`config.mk`:
```
export PLATFORM = sky130hd
export DESIGN_NAME = buck_startup_fault_sequencer
export DESIGN_NICKNAME = d
export VERILOG_FILES = /design/src/buck_seq_pkg.sv /design/src/sync2.sv /design/src/prebias_ramp.sv /design/src/buck_startup_fault_sequencer.sv
export SDC_FILE = /design/constraint.sdc
export NUM_CORES = 1
export LEC_CHECK = 0
export ABC_AREA = 1
export BUFFER_PORTS_ARGS = -buffer_cell sky130_fd_sc_hd__buf_2
export CORE_ASPECT_RATIO = 1.2
export CORE_MARGIN = 2
export CORE_UTILIZATION = 48
export DETAILED_ROUTE_END_ITERATION = 7
export PLACE_DENSITY = 0.63
export SKIP_LAST_GASP = 1
export SYNTH_ARGS = -nofsm -noshare
export SYNTH_HDL_FRONTEND = slang
export SYNTH_SLANG_ARGS = --single-unit
export TNS_END_PERCENT = 20
```
`constraint.sdc`:
```
create_clock -name clk -period 4.3 [get_ports clk]
set_clock_uncertainty 0.2 [all_clocks]
set_input_delay 0.215 -clock clk [delete_from_list [all_inputs] [get_ports clk]]
set_output_delay 0.215 -clock clk [all_outputs]
set_load 0.005 [all_outputs]
```
`src/buck_seq_pkg.sv`:
```
package buck_seq_pkg;

  // Switching cycles the soft-start node is held low in hiccup
  localparam int HICCUP_CYCLES = 4096;

  // Switching cycles at each pre-bias ramp step
  localparam int STEP0_PULSES = 32;
  localparam int STEP1_PULSES = 16;
  localparam int STEP2_PULSES = 8;

  // Current-sense blanking after low-side turn-on
  localparam int CLK_PERIOD_NS = 100;
  localparam int BLANK_TIME_NS = 160;
  localparam int BLANK_CYCLES  =
    (BLANK_TIME_NS + CLK_PERIOD_NS - 1) / CLK_PERIOD_NS;

  // Switching clock range set by the frequency_set_resistor
  localparam int SW_FREQ_MIN_KHZ = 250;
  localparam int SW_FREQ_MAX_KHZ = 1500;

  // Synchronous FET on-time as a fraction of steady state
  typedef enum logic [1:0] {
    STEP_25,
    STEP_50,
    STEP_75,
    STEP_FULL
  } ls_step_e;

  typedef enum {
    ST_OFF,
    ST_SOFT,
    ST_RUN,
    ST_HICCUP,
    ST_THERM,
    ST_SD
  } seq_state_e;

  // Qualified comparator results and timing inputs
  typedef struct packed {
    logic vcc_ok;
    logic en_ok;
    logic ss_low;
    logic ss_top;
    logic oc_below;
    logic therm;
    logic sw_clk;
    logic hs_pwm;
  } sense_s;

endpackage : buck_seq_pkg

```
`src/sync2.sv`:
```
`timescale 1ns/1ps
module sync2 #(
  parameter int W = 1
) (
  // Clock and reset
  input  wire logic         clk,
  input  wire logic         rst_n,
  // Data
  input  wire logic [W-1:0] d,
  output logic      [W-1:0] q
);

  logic [W-1:0] meta_q;
  logic [W-1:0] sync_q;

  always_ff @(posedge clk) begin
    if (!rst_n) begin
      meta_q <= '0;
      sync_q <= '0;
    end else begin
      meta_q <= d;
      sync_q <= meta_q;
    end
  end

  assign q = sync_q;

endmodule : sync2

```
`src/prebias_ramp.sv`:
```
`timescale 1ns/1ps
module prebias_ramp
  import buck_seq_pkg::*;
#(
  parameter int S0 = STEP0_PULSES,
  parameter int S1 = STEP1_PULSES,
  parameter int S2 = STEP2_PULSES
) (
  // Clock and reset
  input  wire logic clk,
  input  wire logic rst_n,
  // Control
  input  wire logic clear,
  input  wire logic run,
  input  wire logic sw_tick,
  // Step
  output ls_step_e  step
);

  localparam int CW = $clog2(S0 + 1);

  ls_step_e        step_q;
  logic [CW-1:0]   cnt_q;
  logic [CW-1:0]   limit;
  logic            step_end;

  assign limit    = (step_q == STEP_25) ? CW'(S0 - 1) :
                    (step_q == STEP_50) ? CW'(S1 - 1) : CW'(S2 - 1);
  assign step_end = run && sw_tick && step_q != STEP_FULL &&
                    cnt_q == limit;

  always_ff @(posedge clk) begin
    if (!rst_n || clear) begin
      step_q <= STEP_25;
      cnt_q  <= '0;
    end else if (step_end) begin
      step_q <= ls_step_e'(step_q + 2'h1);
      cnt_q  <= '0;
    end else if (run && sw_tick && step_q != STEP_FULL) begin
      cnt_q  <= cnt_q + CW'(1);
    end
  end

  assign step = step_q;
endmodule : prebias_ramp

```
`src/buck_startup_fault_sequencer.sv`:
```
// Functional notes
// - Both drivers off while supply or enable is below threshold.
// - Power-on-ready needs supply and enable; only it starts soft start.
// - Sync FET stays off until first control FET pulse.
// - Sync FET on-time widens 25, 50, 75, 100 percent.
// - Pulses per ramp step fixed: 32, 16, then 8.
// - Soft start ends when ramp reaches its top level.
// - Over-current detection stays armed during soft start.
// - Sequencer paced by resistor-set switching clock.
// - Enable below turn-off level tristates both drivers.
// - Soft-start node pulled low in run state stops switching until released; ignored during soft start.
// - Over-current when sense node below ground while low side on.
// - Over-current sets latched flag and enters hiccup.
// - Hiccup discharges soft start, counts cycles, clears latch, restarts.
// - Hiccup retries repeat without limit while overload persists.
// - Current sensing blanked a fixed delay after low side turns on.
// - Thermal trip turns off both FETs and discharges soft start.
// - Thermal restart automatic with fresh soft start once trip clears.
`timescale 1ns/1ps
module buck_startup_fault_sequencer
  import buck_seq_pkg::*;
#(
  parameter int HICCUP_LEN = HICCUP_CYCLES,
  parameter int BLANK_LEN  = BLANK_CYCLES
) (
  // Clock and reset
  input  wire logic   clk,
  input  wire logic   rst_n,
  // Comparator results and timing, asynchronous
  input  wire sense_s sense_raw,
  // Driver permits
  output logic        hs_drv_en,
  output logic        ls_drv_en,
  output logic        drv_oe,
  // Soft start and status
  output logic        ss_discharge,
  output logic        por_ready,
  output logic        overcurrent_trip_latch,
  output ls_step_e    ls_step,
  output logic        thermal_off
);

  localparam int HW = $clog2(HICCUP_LEN + 1);
  localparam int BW = $clog2(BLANK_LEN + 1);

  sense_s          s;
  seq_state_e      st_q;
  seq_state_e      st_d;
  logic            sw_prev_q;
  logic            hs_prev_q;
  logic            first_pulse_q;
  logic [HW-1:0]   hic_cnt_q;
  logic [BW-1:0]   blank_cnt_q;
  logic            hs_q;
  logic            ls_q;
  logic            oe_q;
  logic            ss_dis_q;
  logic            por_q;
  logic            oc_latch_q;
  logic            therm_q;
  ls_step_e        step_q;
  ls_step_e        ramp_step;

  // Every sense input is a pin, so all pass the synchroniser
  sync2 #(
    .W ($bits(sense_s))
  ) u_sync (
    .clk   (clk),
    .rst_n (rst_n),
    .d     (sense_raw),
    .q     (s)
  );

  wire por      = s.vcc_ok && s.en_ok;
  wire sw_tick  = s.sw_clk && !sw_prev_q;
  wire hs_rise  = s.hs_pwm && !hs_prev_q;
  wire running  = st_q == ST_SOFT || st_q == ST_RUN;
  wire run_d    = st_d == ST_SOFT || st_d == ST_RUN;
  wire oc_sample = ls_q && blank_cnt_q == BW'(BLANK_LEN);
  wire oc_event = running && oc_sample && s.oc_below;
  wire hic_done = st_q == ST_HICCUP && sw_tick &&
                  hic_cnt_q == HW'(HICCUP_LEN - 1);

  // Analog ramp shapes on-time; this only sets the step
  wire hs_d     = run_d && s.hs_pwm;
  wire ls_d     = run_d && first_pulse_q && !s.hs_pwm;
  wire ss_dis_d = !(run_d || st_d == ST_SD);
  // Set wins over clear if both land together
  // Thermal exit is a fresh start, so a stale latch must not survive it
  wire latch_d  = oc_event ||
                  (oc_latch_q && !hic_done && por && !s.therm);

  always_comb begin
    st_d = st_q;
    if (!por) begin
      st_d = ST_OFF;
    end else if (s.therm) begin
      st_d = ST_THERM;
    end else begin
      case (st_q)
        ST_OFF: begin
          st_d = ST_SOFT;
        end
        ST_SOFT: begin
          if (oc_event) begin
            st_d = ST_HICCUP;
          end else if (s.ss_top) begin
            st_d = ST_RUN;
          end
        end
        ST_RUN: begin
          if (oc_event) begin
            st_d = ST_HICCUP;
          end else if (s.ss_low) begin
            st_d = ST_SD;
          end
        end
        ST_HICCUP: begin
          if (hic_done) begin
            st_d = ST_SOFT;
          end
        end
        ST_THERM: begin
          st_d = ST_SOFT;
        end
        ST_SD: begin
          if (!s.ss_low) begin
            st_d = ST_SOFT;
          end
        end
        default: begin
          st_d = ST_OFF;
        end
      endcase
    end
  end

  always_ff @(posedge clk) begin
    if (!rst_n) begin
      st_q      <= ST_OFF;
      sw_prev_q <= 1'b0;
      hs_prev_q <= 1'b0;
    end else begin
      st_q      <= st_d;
      sw_prev_q <= s.sw_clk;
      hs_prev_q <= s.hs_pwm;
    end
  end

  always_ff @(posedge clk) begin
    if (!rst_n || !running) begin
      first_pulse_q <= 1'b0;
    end else if (hs_rise) begin
      first_pulse_q <= 1'b1;
    end
  end

  // Counts switching cycles, not system clocks
  always_ff @(posedge clk) begin
    if (!rst_n || st_q != ST_HICCUP) begin
      hic_cnt_q <= '0;
    end else if (sw_tick) begin
      hic_cnt_q <= hic_cnt_q + HW'(1);
    end
  end

  always_ff @(posedge clk) begin
    if (!rst_n || !ls_q) begin
      blank_cnt_q <= '0;
    end else if (blank_cnt_q != BW'(BLANK_LEN)) begin
      blank_cnt_q <= blank_cnt_q + BW'(1);
    end
  end

  prebias_ramp u_ramp (
    .clk     (clk),
    .rst_n   (rst_n),
    .clear   (!running),
    .run     (first_pulse_q),
    .sw_tick (sw_tick),
    .step    (ramp_step)
  );

  always_ff @(posedge clk) begin
    if (!rst_n) begin
      hs_q       <= 1'b0;
      ls_q       <= 1'b0;
      oe_q       <= 1'b0;
      ss_dis_q   <= 1'b1;
      por_q      <= 1'b0;
      oc_latch_q <= 1'b0;
      therm_q    <= 1'b0;
      step_q     <= STEP_25;
    end else begin
      hs_q       <= hs_d;
      ls_q       <= ls_d;
      oe_q       <= s.en_ok;
      ss_dis_q   <= ss_dis_d;
      por_q      <= por;
      oc_latch_q <= latch_d;
      therm_q    <= s.therm;
      step_q     <= ramp_step;
    end
  end

  assign hs_drv_en              = hs_q;
  assign ls_drv_en              = ls_q;
  assign drv_oe                 = oe_q;
  assign ss_discharge           = ss_dis_q;
  assign por_ready              = por_q;
  assign overcurrent_trip_latch = oc_latch_q;
  assign ls_step                = step_q;
  assign thermal_off            = therm_q;
endmodule : buck_startup_fault_sequencer

```
== After elaboration in Yosys (flattened, before gate mapping) ==
Index checks and enable logic that the tools add are counted.
W data, S select, Z words.
Operators by class
  muxes and demuxes: 11
  reductions and logical operators: 37
  equality and inequality tests: 18
  $add $sub $neg: 4
Operators by type and width (count)
  $mux W32: 8
  $eq A32 B3 Y1 const B: 5
  $pmux W32 S5: 1
  $eq A32 B2 Y1 const B: 4
  $eq A32 B1 Y1 const B: 1
  $eq A32 B4 Y1 const B: 1
  $logic_not A32 Y1: 1
  $ne A32 B3 Y1 const B: 1
  $logic_and A1 B1 Y1: 17
  $add A13 B1 Y13 const B: 1
  $eq A13 B12 Y1 const B: 1
  $logic_not A1 Y1: 9
  $logic_or A1 B1 Y1: 7
  $add A6 B1 Y6 const B: 1
  $eq A6 B6 Y1: 1
  $mux W6: 1
  $add A2 B1 Y2 const B: 2
  $mux W4: 1
  $ne A2 B2 Y1 const B: 2
  $reduce_or A2 Y1: 2
  $eq A2 B1 Y1 const B: 1
  $eq A2 B2 Y1 const B: 1
  $logic_not A2 Y1: 1
Word-level totals
  input bits: 10
  logic and storage cells: 88
  register bits: 83

== Logic depth before layout (Yosys ltp) ==
  word-level depth: 12
  depth in mapped cells: 14
  gate-level depth less buffers: 14

== Cells and area by module ==
A second synthesis with hierarchy kept.
Second synthesis, totals
  cells, all modules: 393
  area, all modules: 3158.0 sq um
By module, submodules not included
  buck_startup_fault_sequencer: instances 1, area each 2129.5 sq um, cells an instance 254, sequential area each 1181.1 sq um
  prebias_ramp: instances 1, area each 544.3 sq um, cells an instance 89, sequential area each 160.2 sq um
  sync2: instances 1, area each 484.2 sq um, cells an instance 50, sequential area each 320.3 sq um

== Worst setup path before layout ==
No wires, ideal clock.
  path type: reg-to-reg
  start: register hic_cnt_q[0]
  end: register ls_q (netlist: ls_drv_en)
  cell stages (with the launch flop): 14
  slack: 2595 ps
  library setup time: 64 ps
  arrival time: 1442 ps
  path buffers: 0
  cell sequence: dfxtp_1 ha_1 nand3_1 nor2_2 nand4_2 nand3_1 nand3_1 nand2_1 nand2_2 nand2_1 nand2_1 nand2_2 nand2_2 nor2_1
On the way
  cells in the longest elaborated chain, start to end: 10
  elaborated cells on any way between the ends: 11
  those cells by class: eq/ne: 3; mux: 4; reduce/logical: 4
Ends and longest elaborated chain
  from (decl): line buck_startup_fault_sequencer.sv:52  | logic [HW-1:0] hic_cnt_q;
  from (signal assigned): line buck_startup_fault_sequencer.sv:163  | hic_cnt_q <= hic_cnt_q + HW'(1);
  $eq A13 B12 Y1 (*): line buck_startup_fault_sequencer.sv:82  | hic_cnt_q == HW'(HICCUP_LEN - 1);
  $logic_and A1 B1 Y1 (*): line buck_startup_fault_sequencer.sv:81  | wire hic_done = st_q == ST_HICCUP && sw_tick &&
  $mux W32 (*): line buck_startup_fault_sequencer.sv:119  | if (hic_done) begin
  $pmux W32 S5 (*): line buck_startup_fault_sequencer.sv:100  | case (st_q)
  $mux W32 (*): line buck_startup_fault_sequencer.sv:97  | end else if (s.therm) begin
  $mux W32 (*): line buck_startup_fault_sequencer.sv:95  | if (!por) begin
  $eq A32 B2 Y1 / $eq A32 B3 Y1 (equally long branches): line buck_startup_fault_sequencer.sv:78  | wire run_d = st_d == ST_SOFT || st_d == ST_RUN;
  $logic_or A1 B1 Y1 (*): line buck_startup_fault_sequencer.sv:78
  $logic_and A1 B1 Y1 (*) (2 in series): line buck_startup_fault_sequencer.sv:86  | wire ls_d = run_d && first_pulse_q && !s.hs_pwm;
  to (signal assigned): line buck_startup_fault_sequencer.sv:196  | ls_q <= ls_d;
  to (decl): line buck_startup_fault_sequencer.sv:55  | logic ls_q;
Mark *: on every way between the ends. The rest lies on a longest branch, timed or not.
A chain may end at the register's enable or synchronous reset.

== Worst setup path in the final report ==
  start: register hic_cnt_q[1]
  end: register ls_q (netlist: ls_drv_en)
Same word-level chain as after synthesis.

==> results_dict.tcl <==
set metrics [dict create \
    fin_crit_ns 1.89 \
    hp-class "input port to flip-flop" \
    netlist_area_um2 3010 \
    cp-start-kind "flip-flop" \
    cts_buffers 9 \
    dr_total_vias 2112 \
    drive_gt1_share_pct 17.2 \
    core_area_um2 6050 \
    setup_viol 0 \
    clkSlewWorstSetupHoldPaths_ns 0.08 \
    synth_top_area_share_pct 55.2 \
    h-tree-depth 3 \
    syn2layout_area_growth_pct 19.0 \
    yosys-top-cells-area "dfxtp_1 (55%), nand2_1 (7.1%), inv_1 (5.5%), nor2_1 (5.4%), nand3_1 (3.5%)" \
    syn_area_per_cell_um2 8.88 \
    tns_ns 0 \
    grt_use_total_pct 15.1 \
    cts_setup_buffers 0 \
    clock-sinks 83 \
    cp.arrival_ns 1.97 \
    worstSetupPathType "flip-flop to flip-flop" \
    critPathMaxStageDelay_ns 0.36 \
    rsz0062_at_grt "no" \
    ys.warnings.count 0 \
    pwr_density_cell_nw_per_um2 389 \
    port_buffers 18 \
    status "finished, final reports clean" \
    grt_remaining_overflow 0 \
    slew_viol_final 0 \
    cp.required_ns 4.38 \
    routed_via_density 4.33 \
    rows 31 \
    die_area_um2 6920 \
    fill_cells 586 \
    antenna_found_initial 0 \
    netlist_instances 339 \
    first_iter_violations 92 \
    clockBufferDepth 2 \
    end_kind "flip-flop" \
    register_area_um2 1660 \
    grt_pass1_vias 2020 \
    drt_wl_total_um 4510 \
    insertion_delay_ns 0.33 \
    crit_buf_inv 0 \
    io_pins 19 \
    cts_tree "done" \
    cts-root-buf "clkbuf_8" \
    nNetsFinal 417 \
    cp_slowest_cell "dfxtp_1" \
    grt_pass1_wl_um 8340 \
    p_leak_uw 0.00161 \
    fmax_mhz 528 \
    diodes 0 \
    chipWidth_um 76.3 \
    antenna_left 0 \
    maxCapViolCount 0 \
    gp_congestion 0.881 \
    synthDistinctLibCells 35 \
    hpwl_um 3240 \
    ys_seq_area_share_pct 55.2 \
    crit_family "simple AND/OR/NAND/NOR gates" \
    hold_violations 0 \
    post-route-period-util_pct 44.0 \
    initial_core_util_pct 49.8 \
    firstDrtPassIters 4 \
    synth_top_area_cell "dfxtp_1" \
    drcViolationCount 0 \
    synth-seq-cells 83 \
    ir_worst_vdd_mv 0.321 \
    multi_input_area_um2 1250 \
    crit_chain "ha_1 > nand3_1 > nor2_2 > nand4_2 > nand3_1 > nand3_1 > nand2_1 > nand2_2 > nand2_1 > nand2_1 > nand2_2 > nand2_2 > nor2_1" \
    post-route-util_pct 59.2 \
    wl_per_cell_um 9.24 \
    fp.dieH_um 90.8 \
    path_max_fanout 4 \
    grt_max_degree 27 \
]
power by group:
part | internal (uW) | switching (uW)
Sequential | 791 | 7.81
Combinational | 15.2 | 20.3
Clock | 302 | 258
Total | 1110 | 287
layout make-up:
| cell class | count | share of cell area (%) |
|---|---|---|
| multi-input cells | 232 | 34.9 |
| repair buffers | 26 | 4.75 |
| clock inverters | 5 | 1.71 |
| clock buffers | 11 | 4.23 |
| flip-flops and latches | 83 | 46.4 |
| well taps | 82 | 2.86 |
| inverters | 49 | 5.13 |
cells by family (layout without fill, tap and decap cells):
family          count (synthesis)  count (layout)  share of synthesized area [%]
compound gates                 25              25                           5.36
xor+xnor                        9               9                           2.62
fa+ha+maj                       6               6                           2.49
buf+inv                        52              91                           6.73
flops                          83              83                           55.2
other cells                     1              29                          0.125
simple gates                  163             163                           27.5
worst register-to-register path: cells and delay by family, from the launching register on:
kind	cells	cell delay (ns)
simple gates	12	1.08
flops	1	0.36
fa+ha+maj	1	0.20
per-layer routing:
layer | wire (um) | GRT usage [%] | vias up | part of all wire, %
li1 | - | - | 1151 | -
met1 | 2090 | 17.4 | 920 | 46
met2 | 2180 | 25.6 | 31 | 48
met3 | 133 | 4.60 | 10 | 3.0
met4 | 104 | 6.67 | 0 | 2.3
met5 | 0 | 0 | - | 0
cell usage after synthesis (all sizes together):
master,number
dfxtp,83
nand2,65
nor2,60
inv,48
nand3,23
a21oi,10
nand4,7
xor2,7
ha,6
o21ai,6
nor3,5
nor3b,3
o211ai,3
clkbuf,2
o21a,2
xnor2,2
a211oi,1
a31o,1
a31oi,1
buf,1
clkinv,1
conb,1
o211a,1
layout by cell type, fill, tap and decap left out, types with 4 or more instances in the layout:
master         instances
a21oi_1               10
buf_2                 18
clkbuf_8              11
conb_1                29
dfxtp_1               83
dlygate4sd3_1          8
ha_1                   6
inv_1                 44
inv_2                  4
nand2_1               57
nand2_2                7
nand3_1               21
nand4_1                5
nor2_1                43
nor2_2                11
nor2_4                 5
nor3_1                 4
o21ai_0                4
xor2_1                 7
metrics by stage:
| stage | hold slack, ns | cells | total power (uW) | worst slack (ns) | cell area, um^2 |
|---|---|---|---|---|---|
| after CTS | 0.0539 | 488 | 1420 | 2.39 | 3580 |
| after floorplan | 0.113 | 367 | 838 | 2.59 | 3120 |
| after detailed placement | 0.198 | 464 | 846 | 2.41 | 3290 |
| after global placement | 0.194 | 464 | 845 | 2.49 | 3290 |
| after global routing | 0.110 | 488 | 1460 | 2.15 | 3580 |
| final | 0.0705 | 488 | 1390 | 2.41 | 3580 |
state kept, by name (all words and copies together) (netlist names), 2 cells and up:
signal and cells:
st_q 32, ls_step 2, blank_cnt_q 2, u_sync.meta_q 8
u_ramp.step 2, hic_cnt_q 13, u_sync.q 8, u_ramp.cnt_q 6
final timing paths:
path / from / endpoint / slack, ns / cells past startpoint
worst max-delay path: hic_cnt_q[1] / ls_drv_en / 2.41 / 13
worst min-delay path: rst_n / ss_discharge / 0.07 / 2
worst max register to register: hic_cnt_q[1] / ls_drv_en / 2.41 / 13
worst min register to register: u_sync.meta_q[7] / u_sync.q[7] / 0.22 / 2
timing repair:
action / in CTS / in global routing
gates resized for setup: 0 / 0
hold buffers: 8 / 0
endpoints found under the hold margin: 8 / 0
(Power assumes the default switching activity.)
